--- src/design/dnca_defines.svh ---
// Register offsets, field positions, reset values and timing counts
// Assumes 32-bit Avalon-MM byte addressing, one register per aligned word
`ifndef DNCA_DEFINES_SVH
`define DNCA_DEFINES_SVH
`define DNCA_A_CFG 8'h00
`define DNCA_A_LINK 8'h04
`define DNCA_A_SER 8'h08
`define DNCA_A_STAT 8'h0C
`define DNCA_A_SPD 8'h10
`define DNCA_A_DI 8'h14
`define DNCA_A_CNT 8'h20
`define DNCA_CFG_RUN_SRC 0
`define DNCA_CFG_LREF 1
`define DNCA_CFG_RREF 3
`define DNCA_CFG_OVR_TERM 5
`define DNCA_CFG_TH_L 6
`define DNCA_CFG_TH_R 7
`define DNCA_CFG_CLR 8
`define DNCA_CFG_RST 8'h00
`define DNCA_SER_RST 14'h0001
`define DNCA_LINK_RST 16'h03E8
`define DNCA_EXC_ILL_FUNC 8'h01
`define DNCA_EXC_ILL_ADDR 8'h02
`define DNCA_TH_HOT_OHM 16'h0BB8
`define DNCA_TH_SHORT_OHM 16'h0064
`define DNCA_CLK_NS 40
`define DNCA_MS_NS 1000000
`define DNCA_MS_CYC (`DNCA_MS_NS / `DNCA_CLK_NS)
`define DNCA_C_RX 0
`define DNCA_C_ERR 1
`define DNCA_C_EXC 2
`define DNCA_C_SLV 3
`define DNCA_C_NORSP 4
`define DNCA_C_OVR 5
`define DNCA_C_BUF 6
`define DNCA_C_REC 7
`endif

--- src/design/dnca_pkg.sv ---
// Types shared by the network control arbiter modules
// Assumes nothing beyond the defines header
package dnca_pkg;
  typedef enum logic {DNCA_IDLE = 1'h0, DNCA_ANSWER = 1'h1} dnca_bus_t;
  typedef enum logic [1:0] {
    DNCA_REF_CONSOLE = 2'h0, DNCA_REF_ANALOG = 2'h1, DNCA_REF_OPTION = 2'h2, DNCA_REF_NET = 2'h3
  } dnca_ref_t;
  typedef enum logic [2:0] {
    DNCA_OBJ_RUN_FWD = 3'h0, DNCA_OBJ_RUN_REV = 3'h1, DNCA_OBJ_OVR = 3'h2,
    DNCA_OBJ_RESET = 3'h3, DNCA_OBJ_SPEED = 3'h4, DNCA_OBJ_LOCREM = 3'h5
  } dnca_obj_t;
  typedef struct packed {
    logic [24:0] pre;
    logic [16:0] ms;
    logic lost;
    logic rec;
  } dnca_watch_t;
  typedef struct packed {
    logic present;
    logic [3:0] level;
    logic [3:0] rise;
    logic hot;
    logic short_trip;
  } dnca_slot_t;
  typedef struct packed {
    dnca_bus_t bus;
    logic [31:0] rdata;
    logic [7:0] cfg;
    logic [15:0] timeout;
    logic [13:0] ser;
    logic net_fwd;
    logic net_rev;
    logic net_ovr;
    logic [15:0] net_ref;
    logic run_fwd;
    logic run_rev;
    logic ovr_active;
    logic [15:0] speed_ref;
    logic rst_req;
    logic rsp_norm;
    logic rsp_exc;
    logic [7:0] exc_code;
    logic [7:0][15:0] cnt;
  } dnca_top_t;
endpackage

--- src/design/dnca_arbiter.sv ---
// Network control arbiter of a motor drive: query response policy,
// run and reference source arbitration, reset and override, counters.
// Assumes a frame decoder presents one pulse per received query with
// its error flags and decoded object write, and Avalon-MM register access.
//
// Behaviour
// - Error-free serviceable query gets a normal response, unless broadcast.
// - Parity or CRC error: query discarded, no response.
// - Non-existent coil or register: exception response with its code.
// - Local mode: console alone starts and stops; network run ignored.
// - Local mode speed reference follows the local reference selection.
// - Remote, run source terminals: terminal strip alone runs the motor.
// - Remote, run source network: forward and reverse run objects control.
// - Reset from terminals, internal functions and network always accepted.
// - Network reference selected: speed reference is the network value.
// - Override from network coil, or from terminal only when override terminal is enabled.
// - No override terminal and link lost: network override dropped.
// - Local or remote choice only from terminal strip, never network.
// - Network monitoring reads serviced in both local and remote mode.
// - Readable counters of the eight network message statistics.
// - Detect cards in either of two slots, then exchange their I/O.
// - Four card inputs each usable as level, edge and complement.
// - Enabled thermistor trips on high resistance and on short.
`timescale 1ns/1ps
`include "dnca_defines.svh"
module dnca_arbiter import dnca_pkg::*; #(
  parameter int MS_CYCLES = `DNCA_MS_CYC
) (
  input wire logic clock,
  input wire logic nrst,
  input wire logic [7:0] avs_address,
  input wire logic avs_read,
  input wire logic avs_write,
  input wire logic [31:0] avs_writedata,
  input wire logic [3:0] avs_byteenable,
  output logic [31:0] avs_readdata,
  output logic avs_waitrequest,
  input wire logic q_valid,
  input wire logic q_parity_err,
  input wire logic q_crc_err,
  input wire logic q_broadcast,
  input wire logic q_func_ok,
  input wire logic q_addr_ok,
  input wire logic q_write,
  input wire logic [2:0] q_obj,
  input wire logic [15:0] q_wdata,
  input wire logic q_overrun,
  input wire logic q_buf_err,
  output logic rsp_normal,
  output logic rsp_exception,
  output logic [7:0] rsp_exc_code,
  input wire logic term_local,
  input wire logic console_run_fwd,
  input wire logic console_run_rev,
  input wire logic term_run_fwd,
  input wire logic term_run_rev,
  input wire logic [15:0] console_ref,
  input wire logic [15:0] analog_ref,
  input wire logic [15:0] option_ref,
  input wire logic term_reset,
  input wire logic internal_reset,
  input wire logic term_override,
  input wire logic [1:0] card_detect,
  input wire logic [7:0] card_di,
  input wire logic [31:0] card_th_ohms,
  output logic run_fwd,
  output logic run_rev,
  output logic [15:0] speed_ref,
  output logic drive_reset,
  output logic essential_services_override,
  output logic link_lost,
  output logic [7:0] station_address,
  output logic [3:0] baud_select,
  output logic [1:0] parity_select,
  output logic [1:0] card_present,
  output logic [7:0] card_di_level,
  output logic [7:0] card_di_rise,
  output logic [7:0] card_di_inv,
  output logic [1:0] overtemp_trip,
  output logic [1:0] short_trip
);
  dnca_top_t s_ff, nxt_s;
  logic recovered;
  logic q_ok;
  logic q_apply;
  logic [7:0] cnt_inc;
  logic [31:0] rd_c;
  logic [31:0] stat_c;
  logic [1:0] th_en;
  dnca_ref_t ref_sel;

  function automatic logic [31:0] be_merge(input logic [31:0] old, input logic [31:0] wd,
                                           input logic [3:0] be);
    logic [31:0] r;
    r = old;
    for (int i = 0; i < 4; i++) begin
      if (be[i]) begin
        r[i*8 +: 8] = wd[i*8 +: 8];
      end
    end
    return r;
  endfunction

  // Error-free query; writes act even on broadcast
  assign q_ok = q_valid & ~q_parity_err & ~q_crc_err;
  assign q_apply = q_ok & q_func_ok & q_addr_ok & q_write;

  assign th_en = {s_ff.cfg[`DNCA_CFG_TH_R], s_ff.cfg[`DNCA_CFG_TH_L]};

  dnca_link_watch #(
    .MS_CYCLES(MS_CYCLES)
  ) u_watch (
    .clock(clock),
    .nrst(nrst),
    .kick(q_ok),
    .timeout_ms(s_ff.timeout),
    .link_lost(link_lost),
    .recovered(recovered)
  );

  genvar g;
  generate
    for (g = 0; g < 2; g++) begin : g_slot
      dnca_opt_slot u_slot (
        .clock(clock),
        .nrst(nrst),
        .card_detect(card_detect[g]),
        .di(card_di[g*4 +: 4]),
        .th_ohms(card_th_ohms[g*16 +: 16]),
        .th_enable(th_en[g]),
        .trip_clear(s_ff.rst_req),
        .card_present(card_present[g]),
        .di_level(card_di_level[g*4 +: 4]),
        .di_rise(card_di_rise[g*4 +: 4]),
        .di_inv(card_di_inv[g*4 +: 4]),
        .overtemp_trip(overtemp_trip[g]),
        .short_trip(short_trip[g])
      );
    end
  endgenerate

  // Counter events, one bit per statistic
  always_comb begin
    cnt_inc = 8'h00;
    cnt_inc[`DNCA_C_RX] = q_valid;
    cnt_inc[`DNCA_C_ERR] = q_valid & (q_parity_err | q_crc_err);
    cnt_inc[`DNCA_C_EXC] = q_ok & ~q_broadcast & ~(q_func_ok & q_addr_ok);
    cnt_inc[`DNCA_C_SLV] = q_ok;
    cnt_inc[`DNCA_C_NORSP] = q_valid & (~q_ok | q_broadcast);
    cnt_inc[`DNCA_C_OVR] = q_overrun;
    cnt_inc[`DNCA_C_BUF] = q_buf_err;
    cnt_inc[`DNCA_C_REC] = recovered;
  end

  always_comb begin
    stat_c = 32'h0;
    stat_c[0] = link_lost;
    stat_c[1] = term_local;
    stat_c[2] = s_ff.ovr_active;
    stat_c[3] = s_ff.run_fwd;
    stat_c[4] = s_ff.run_rev;
    stat_c[6:5] = card_present;
    stat_c[8:7] = overtemp_trip;
    stat_c[10:9] = short_trip;
  end

  // Read mux; unmapped words read zero
  always_comb begin
    rd_c = 32'h0;
    if (avs_address[7:5] == 3'(`DNCA_A_CNT >> 5) && avs_address[1:0] == 2'h0) begin
      rd_c = {16'h0, s_ff.cnt[avs_address[4:2]]};
    end else begin
      unique case (avs_address)
        `DNCA_A_CFG: rd_c = {24'h0, s_ff.cfg};
        `DNCA_A_LINK: rd_c = {16'h0, s_ff.timeout};
        `DNCA_A_SER: rd_c = {18'h0, s_ff.ser};
        `DNCA_A_STAT: rd_c = stat_c;
        `DNCA_A_SPD: rd_c = {16'h0, s_ff.speed_ref};
        `DNCA_A_DI: rd_c = {16'h0, card_di_rise, card_di_level};
        default: rd_c = 32'h0;
      endcase
    end
  end

  assign ref_sel = dnca_ref_t'(term_local ? s_ff.cfg[`DNCA_CFG_LREF +: 2] : s_ff.cfg[`DNCA_CFG_RREF +: 2]);

  always_comb begin
    logic [31:0] w;
    w = 32'h0;
    nxt_s = s_ff;
    nxt_s.rsp_norm = 1'h0;
    nxt_s.rsp_exc = 1'h0;
    nxt_s.rst_req = 1'h0;

    // Bus slave: one wait state, write lands when waitrequest is low
    unique case (s_ff.bus)
      DNCA_IDLE: begin
        if (avs_read || avs_write) begin
          nxt_s.bus = DNCA_ANSWER;
          nxt_s.rdata = rd_c;
        end
      end
      DNCA_ANSWER: begin
        nxt_s.bus = DNCA_IDLE;
        if (avs_write) begin
          unique case (avs_address)
            `DNCA_A_CFG: begin
              w = be_merge({24'h0, s_ff.cfg}, avs_writedata, avs_byteenable);
              nxt_s.cfg = w[7:0];
              if (w[`DNCA_CFG_CLR]) begin
                nxt_s.cnt = '0;
              end
            end
            `DNCA_A_LINK: begin
              w = be_merge({16'h0, s_ff.timeout}, avs_writedata, avs_byteenable);
              nxt_s.timeout = w[15:0];
            end
            `DNCA_A_SER: begin
              w = be_merge({18'h0, s_ff.ser}, avs_writedata, avs_byteenable);
              nxt_s.ser = w[13:0];
            end
            default: w = 32'h0;
          endcase
        end
      end
    endcase

    // Query answer policy
    if (q_ok && !q_broadcast) begin
      if (!q_func_ok) begin
        nxt_s.rsp_exc = 1'h1;
        nxt_s.exc_code = `DNCA_EXC_ILL_FUNC;
      end else if (!q_addr_ok) begin
        nxt_s.rsp_exc = 1'h1;
        nxt_s.exc_code = `DNCA_EXC_ILL_ADDR;
      end else begin
        // Reads answered whatever the local or remote mode
        nxt_s.rsp_norm = 1'h1;
      end
    end

    // Network object writes
    if (q_apply) begin
      unique case (q_obj)
        DNCA_OBJ_RUN_FWD: nxt_s.net_fwd = q_wdata[0];
        DNCA_OBJ_RUN_REV: nxt_s.net_rev = q_wdata[0];
        DNCA_OBJ_OVR: nxt_s.net_ovr = q_wdata[0];
        DNCA_OBJ_RESET: nxt_s.rst_req = q_wdata[0];
        DNCA_OBJ_SPEED: nxt_s.net_ref = q_wdata;
        DNCA_OBJ_LOCREM: nxt_s.rst_req = 1'h0;
        default: nxt_s.rst_req = 1'h0;
      endcase
    end
    if (term_reset || internal_reset) begin
      nxt_s.rst_req = 1'h1;
    end

    // Without a wired override the coil cannot outlive the link
    if (link_lost && !s_ff.cfg[`DNCA_CFG_OVR_TERM]) begin
      nxt_s.net_ovr = 1'h0;
    end
    nxt_s.ovr_active = s_ff.net_ovr | (term_override & s_ff.cfg[`DNCA_CFG_OVR_TERM]);

    // Run source arbitration; local mode runs only from console
    if (term_local) begin
      nxt_s.run_fwd = console_run_fwd;
      nxt_s.run_rev = console_run_rev;
    end else if (s_ff.cfg[`DNCA_CFG_RUN_SRC]) begin
      nxt_s.run_fwd = s_ff.net_fwd;
      nxt_s.run_rev = s_ff.net_rev;
    end else begin
      nxt_s.run_fwd = term_run_fwd;
      nxt_s.run_rev = term_run_rev;
    end

    unique case (ref_sel)
      DNCA_REF_CONSOLE: nxt_s.speed_ref = console_ref;
      DNCA_REF_ANALOG: nxt_s.speed_ref = analog_ref;
      DNCA_REF_OPTION: nxt_s.speed_ref = option_ref;
      DNCA_REF_NET: nxt_s.speed_ref = s_ff.net_ref;
    endcase

    // Counters wrap; an event in the clearing cycle still counts
    for (int i = 0; i < 8; i++) begin
      if (cnt_inc[i]) begin
        nxt_s.cnt[i] = nxt_s.cnt[i] + 16'h1;
      end
    end
  end

  always_ff @(posedge clock or negedge nrst) begin
    if (!nrst) begin
      s_ff <= '0;
      s_ff.cfg <= `DNCA_CFG_RST;
      s_ff.timeout <= `DNCA_LINK_RST;
      s_ff.ser <= `DNCA_SER_RST;
    end else begin
      s_ff <= nxt_s;
    end
  end

  assign avs_waitrequest = (avs_read | avs_write) & (s_ff.bus == DNCA_IDLE);
  assign avs_readdata = s_ff.rdata;
  assign rsp_normal = s_ff.rsp_norm;
  assign rsp_exception = s_ff.rsp_exc;
  assign rsp_exc_code = s_ff.exc_code;
  assign run_fwd = s_ff.run_fwd;
  assign run_rev = s_ff.run_rev;
  assign speed_ref = s_ff.speed_ref;
  assign drive_reset = s_ff.rst_req;
  assign essential_services_override = s_ff.ovr_active;
  assign station_address = s_ff.ser[7:0];
  assign baud_select = s_ff.ser[11:8];
  assign parity_select = s_ff.ser[13:12];
endmodule

--- src/design/dnca_link_watch.sv ---
// Communication-loss watchdog: millisecond timebase and loss flag
// Assumes kick pulses once per valid packet exchanged
`timescale 1ns/1ps
`include "dnca_defines.svh"
module dnca_link_watch import dnca_pkg::*; #(
  parameter int MS_CYCLES = `DNCA_MS_CYC
) (
  input wire logic clock,
  input wire logic nrst,
  input wire logic kick,
  input wire logic [15:0] timeout_ms,
  output logic link_lost,
  output logic recovered
);
  dnca_watch_t s_ff, nxt_s;

  always_comb begin
    nxt_s = s_ff;
    nxt_s.rec = 1'h0;
    if (kick) begin
      nxt_s.pre = 25'h0;
      nxt_s.ms = 17'h0;
      nxt_s.lost = 1'h0;
      nxt_s.rec = s_ff.lost;
    end else begin
      if (s_ff.pre >= 25'(MS_CYCLES - 1)) begin
        nxt_s.pre = 25'h0;
        // Saturate so a long silence never wraps back to healthy
        if (s_ff.ms != 17'h1FFFF) begin
          nxt_s.ms = s_ff.ms + 17'h1;
        end
      end else begin
        nxt_s.pre = s_ff.pre + 25'h1;
      end
      if (s_ff.ms > {1'h0, timeout_ms}) begin
        nxt_s.lost = 1'h1;
      end
    end
  end

  always_ff @(posedge clock or negedge nrst) begin
    if (!nrst) begin
      s_ff <= '0;
    end else begin
      s_ff <= nxt_s;
    end
  end

  assign link_lost = s_ff.lost;
  assign recovered = s_ff.rec;
endmodule

--- src/design/dnca_opt_slot.sv ---
// One extended-feature option slot: card detect, digital inputs, thermistor
// Assumes card inputs are synchronous to clock
`timescale 1ns/1ps
`include "dnca_defines.svh"
module dnca_opt_slot import dnca_pkg::*; #(
  parameter int NDI = 4,
  parameter logic [15:0] HOT_OHM = `DNCA_TH_HOT_OHM,
  parameter logic [15:0] SHORT_OHM = `DNCA_TH_SHORT_OHM
) (
  input wire logic clock,
  input wire logic nrst,
  input wire logic card_detect,
  input wire logic [NDI-1:0] di,
  input wire logic [15:0] th_ohms,
  input wire logic th_enable,
  input wire logic trip_clear,
  output logic card_present,
  output logic [NDI-1:0] di_level,
  output logic [NDI-1:0] di_rise,
  output logic [NDI-1:0] di_inv,
  output logic overtemp_trip,
  output logic short_trip
);
  dnca_slot_t s_ff, nxt_s;
  logic [3:0] rise_c;

  genvar g;
  generate
    for (g = 0; g < NDI; g++) begin : g_di
      assign rise_c[g] = di[g] & ~s_ff.level[g];
    end
  endgenerate

  always_comb begin
    nxt_s = s_ff;
    nxt_s.present = card_detect;
    // Data from an absent card reads idle
    nxt_s.level = card_detect ? 4'(di) : 4'h0;
    nxt_s.rise = card_detect ? rise_c : 4'h0;
    if (trip_clear) begin
      nxt_s.hot = 1'h0;
      nxt_s.short_trip = 1'h0;
    end
    // Trip sets after the clear so a fresh fault is never lost
    if (s_ff.present && th_enable && th_ohms > HOT_OHM) begin
      nxt_s.hot = 1'h1;
    end
    if (s_ff.present && th_enable && th_ohms < SHORT_OHM) begin
      nxt_s.short_trip = 1'h1;
    end
  end

  always_ff @(posedge clock or negedge nrst) begin
    if (!nrst) begin
      s_ff <= '0;
    end else begin
      s_ff <= nxt_s;
    end
  end

  assign card_present = s_ff.present;
  assign di_level = s_ff.level[NDI-1:0];
  assign di_rise = s_ff.rise[NDI-1:0];
  assign di_inv = ~s_ff.level[NDI-1:0] & {NDI{s_ff.present}};
  assign overtemp_trip = s_ff.hot;
  assign short_trip = s_ff.short_trip;
endmodule

--- config.mk ---
export PLATFORM = sky130hd
export DESIGN_NAME = dnca_arbiter
export DESIGN_NICKNAME = d
export VERILOG_FILES = /design/src/design/dnca_pkg.sv /design/src/design/dnca_arbiter.sv /design/src/design/dnca_link_watch.sv /design/src/design/dnca_opt_slot.sv
export VERILOG_INCLUDE_DIRS = /design/src /design/src/design
export SDC_FILE = /design/constraint.sdc
export NUM_CORES = 1
export LEC_CHECK = 0
export ABC_AREA = 0
export BUFFER_PORTS_ARGS = -buffer_cell sky130_fd_sc_hd__buf_2
export CORE_MARGIN = 3
export CORE_UTILIZATION = 61
export CTS_BUF_LIST = sky130_fd_sc_hd__clkbuf_8 sky130_fd_sc_hd__clkbuf_16
export DETAILED_ROUTE_END_ITERATION = 6
export HOLD_SLACK_MARGIN = 0.06
export PLACE_DENSITY = 0.86
export SETUP_SLACK_MARGIN = 0.1
export SKIP_LAST_GASP = 1
export SYNTH_ARGS = -nofsm -noshare
export SYNTH_HDL_FRONTEND = slang
export SYNTH_SLANG_ARGS = --single-unit
--- constraint.sdc ---
create_clock -name clock -period 5.55 [get_ports clock]
set_input_delay 1.11 -clock clock [delete_from_list [all_inputs] [get_ports clock]]
set_output_delay 1.11 -clock clock [all_outputs]
set_load 0.01 [all_outputs]
==> results.md <==
- Status: completed
- Most frequent cell on the critical path: and2_1
- Drt wl/cell: 22.4 um
- Initial DRC count: approximately 1,300
- Slew @ Worst Pin: about 1.3 ns
- Pins Over Slew Limit: 0
- Synth cell types: 74
- First-pass GRT wire length: 69,000 um
- Synth top area share: 0.453
- DIE AREA: 27,800 sq um
- Layout cell share with drive strength beyond 1: 0.282
- Crit share post-route: 0.610
- Hold Crit Start: s_ff[174]
- GPL Wtd Cong: 0.938
- Die Span X: 167 um
- Routed WL: 44,000 um
- Row Count: 58
- Syn_area_per_cell: around 11 sq um
- Register area share after synthesis: 0.465
- CTS resizes: 0
- Data required, critical path: ~6 ns
- Syn Inst Count: 1,426
- Number of port buffers: 241
- Hold Vio Cnt, Final: 0
- Final Setup Violations: 0
- P per Cell Area: 323 nW/um^2
- Post-Layout Cell Count: 1,964
- Area Growth Syn to Fin: 13.2%
- Top cells by area, synth: dfrtp_1 (45%), mux4_2 (8.0%), mux2_2 (4.8%)
- Number of global-route vias before repair: 12,559
- Post-synth top area cell: dfrtp_1
- Leak Pwr: 8.16 nW
- Starting Density: 0.624
- Worst-path maximum fanout: 24
- Crit path buffers/inverters: 2
- Final core area utilization: 0.706
- Final min period: ~3.4 ns
- Delay-heaviest family, CP: simple AND/OR/NAND/NOR gates
- Clk_skew: 0.0646 ns
- Dpl ws: 1.81 ns
- R2R Setup Slk: 2.56 ns
- First drt pass iteration count: 6
- Total GRT Usage: 0.312
- Crit Path Class: in -> reg
- TritonCTS clock tree: built
- Unrepaired setup endpoints after global routing: false
- Initial antenna violation count: 4
- Worst vdd ir: ~0.29 mV
- WP data arrival: approximately 3.8 ns
- Top cells by count, synth: dfrtp_1 (285), nor2_1 (126), nand2_1 (117)
- Synthesized flop and latch total: 292
- Largest net degree at the start of global routing: 106
- Core area: 25,300 sq um
- DR vias: approximately 12,000
- GRT Residual Overflow: 0
- Max-cap violations: 0
- Max Root-Sink Buffers: 3
- Fmax achieved: 295 MHz
- Ports: 282
- Reg2reg start: s_ff[247]
- Post-cts hold buffer count: 0
- Clock Tree Root: clkbuf_16
- Hold Path Class: reg -> reg
- YS warnings: 0
- H-Tree Depth: 1
- TNS Setup: 0 ns
- DP Wirelength: 31,600 um
- Post-CTS setup buffer count: 0
- Die Y: 167 um
- Largest stage delay on the critical path: 0.37 ns
- CP endpoint kind: flip-flop
- Clock Pin Slew Worst Setup and Hold Paths: 0.06 ns
- Synth Flop Type: dfrtp_1
- Hold path endpoint: essential_services_override
- Nets@finish: roughly 1,800
- Crit-path cells: buf_2 > nor4_2 > nand4_1 > buf_4 > and2_1 > ha_1 > and4bb_2 > and2_1 > nand3_1 > or3_1 > a21oi_1
- Ys async rst share: 1.00
- Critical Path Start Type: input pin
- Cell count after placement: ~1,900
- Critical path depth: 11
- Hold path cells: 1
- Slew headroom: 0.132
- CTS Sinks: 292
- Routed vias/inst: between 6 and 7
- Final ANT Viol Nets: 0
- Remaining DRCs: 0
- Total CTS buffers: 30
- Mapped cell area: between 15,000 and 20,000 sq um
- EDFF count, synth: 0
- Clk_lat worst skew: 0.60 ns
- Slowest stage cell, crit path: buf_4
- Final worst slack: 2.16 ns
- Reg2reg path depth: 10
- R2R Path End: s_ff[58]
- Count leader, synth: dfrtp_1
==> layer usage <==
metal	global-route usage	up-vias	share of wire
li1	-	5356	-
met1	0.387	6089	0.36
met2	0.531	708	0.50
met3	0.0553	168	0.080
met4	0.156	0	0.061
met5	0	-	0
==> metrics by stage <==
| step | hold slack [ns] | total power, W | instance area [sq um] |
|---|---|---|---|
| 2_1_floorplan | 0.428 | 0.00322 | 15900 |
| 3_3_place_gp | 0.439 | 0.00350 | 16700 |
| 3_5_place_dp | 0.469 | 0.00357 | 16700 |
| 4_1_cts | 0.483 | 0.00573 | 17800 |
| 5_1_grt | 0.497 | 0.00596 | 17800 |
| 6_report | 0.483 | 0.00575 | 17800 |
==> cell usage in the layout, fill, tap and decap left out, types with 8 or more instances in the layout <==
master | synthesis | routed
and4_1 | 15 | 14
nand3_1 | 40 | 40
a21oi_1 | 30 | 30
nand2b_1 | 17 | 17
nor2b_1 | 20 | 20
conb_1 | 1 | 32
mux2i_1 | 27 | 26
inv_1 | 43 | 45
nand4_1 | 48 | 48
mux4_2 | 56 | 56
ha_1 | 27 | 27
or3_1 | 20 | 20
nor2_1 | 126 | 126
buf_2 | 27 | 240
dfrtp_1 | 285 | 285
a221oi_1 | 8 | 8
clkinv_2 | 0 | 9
a22oi_1 | 18 | 18
buf_4 | 86 | 10
clkbuf_8 | 0 | 8
and3_1 | 22 | 22
a32oi_1 | 8 | 8
clkbuf_16 | 0 | 30
xnor2_1 | 38 | 38
xor2_1 | 76 | 76
o21ai_0 | 31 | 31
nor4_1 | 10 | 10
nand2_1 | 117 | 117
mux2_2 | 67 | 67
and2_1 | 28 | 28
nor3_1 | 34 | 34
==> registers in the layout (all words and copies together), names as in the netlist, 4 cells and up <==
register,cells
u_watch.s_ff,42
g_slot.u_slot.di_level,8
station_address,8
s_ff,172
avs_readdata,16
baud_select,4
g_slot.u_slot.di_rise,8
speed_ref,16
==> layout make-up <==
cell class | count | area [sq um]
Antenna cell | 2 | 5.00
Clock buffer | 38 | 861
Clock inverter | 18 | 220
Fill cell | 1684 | 7430
Inverter | 43 | 161
Multi-Input combinational cell | 989 | 7530
Sequential cell | 292 | 7320
Tap cell | 330 | 413
Timing Repair Buffer | 252 | 1310
==> report_power, final <==
group | switching [W] | leakage (nW) | internal, W
sequential | 0.000277 | 3.81 | 0.00236
clock | 0.000881 | 0.550 | 0.00129
combinational | 0.000504 | 3.80 | 0.000446
==> cell families (layout without fill, tap and decap cells) <==
group	count (synthesis)	count (layout)	synth area share
fa+ha+maj	27	27	0.0215
flops	292	292	0.465
mux	151	151	0.146
simple gates	521	521	0.171
compound gates	144	144	0.0676
buf+inv	176	351	0.0656
other cells	1	34	0.000238
xor+xnor	114	114	0.0634
==> how the worst max path moves through the flow <==
| stage | start | endpoint | slack [ns] |
|---|---|---|---|
| after detailed placement | avs_address[2] | s_ff[205] | 1.81 |
| after global routing | avs_address[4] | s_ff[58] | 2.04 |
| after CTS | avs_address[4] | s_ff[58] | 2.27 |
| final | avs_address[4] | s_ff[58] | 2.16 |
| after global placement | avs_address[4] | s_ff[58] | 1.89 |
| after floorplan | avs_address[3] | s_ff[60] | 2.44 |
==> worst register-to-register path: stages (launching register included) <==
cell and delay (ns):
dfrtp_1 0.38, and3_1 0.21, nand4_1 0.32, buf_4 0.37
and2_1 0.22, ha_1 0.15, and4bb_2 0.26, and2_1 0.23
nand3_1 0.17, or3_1 0.34, a21oi_1 0.19
No activity file was read; power rests on OpenSTA's default activity.
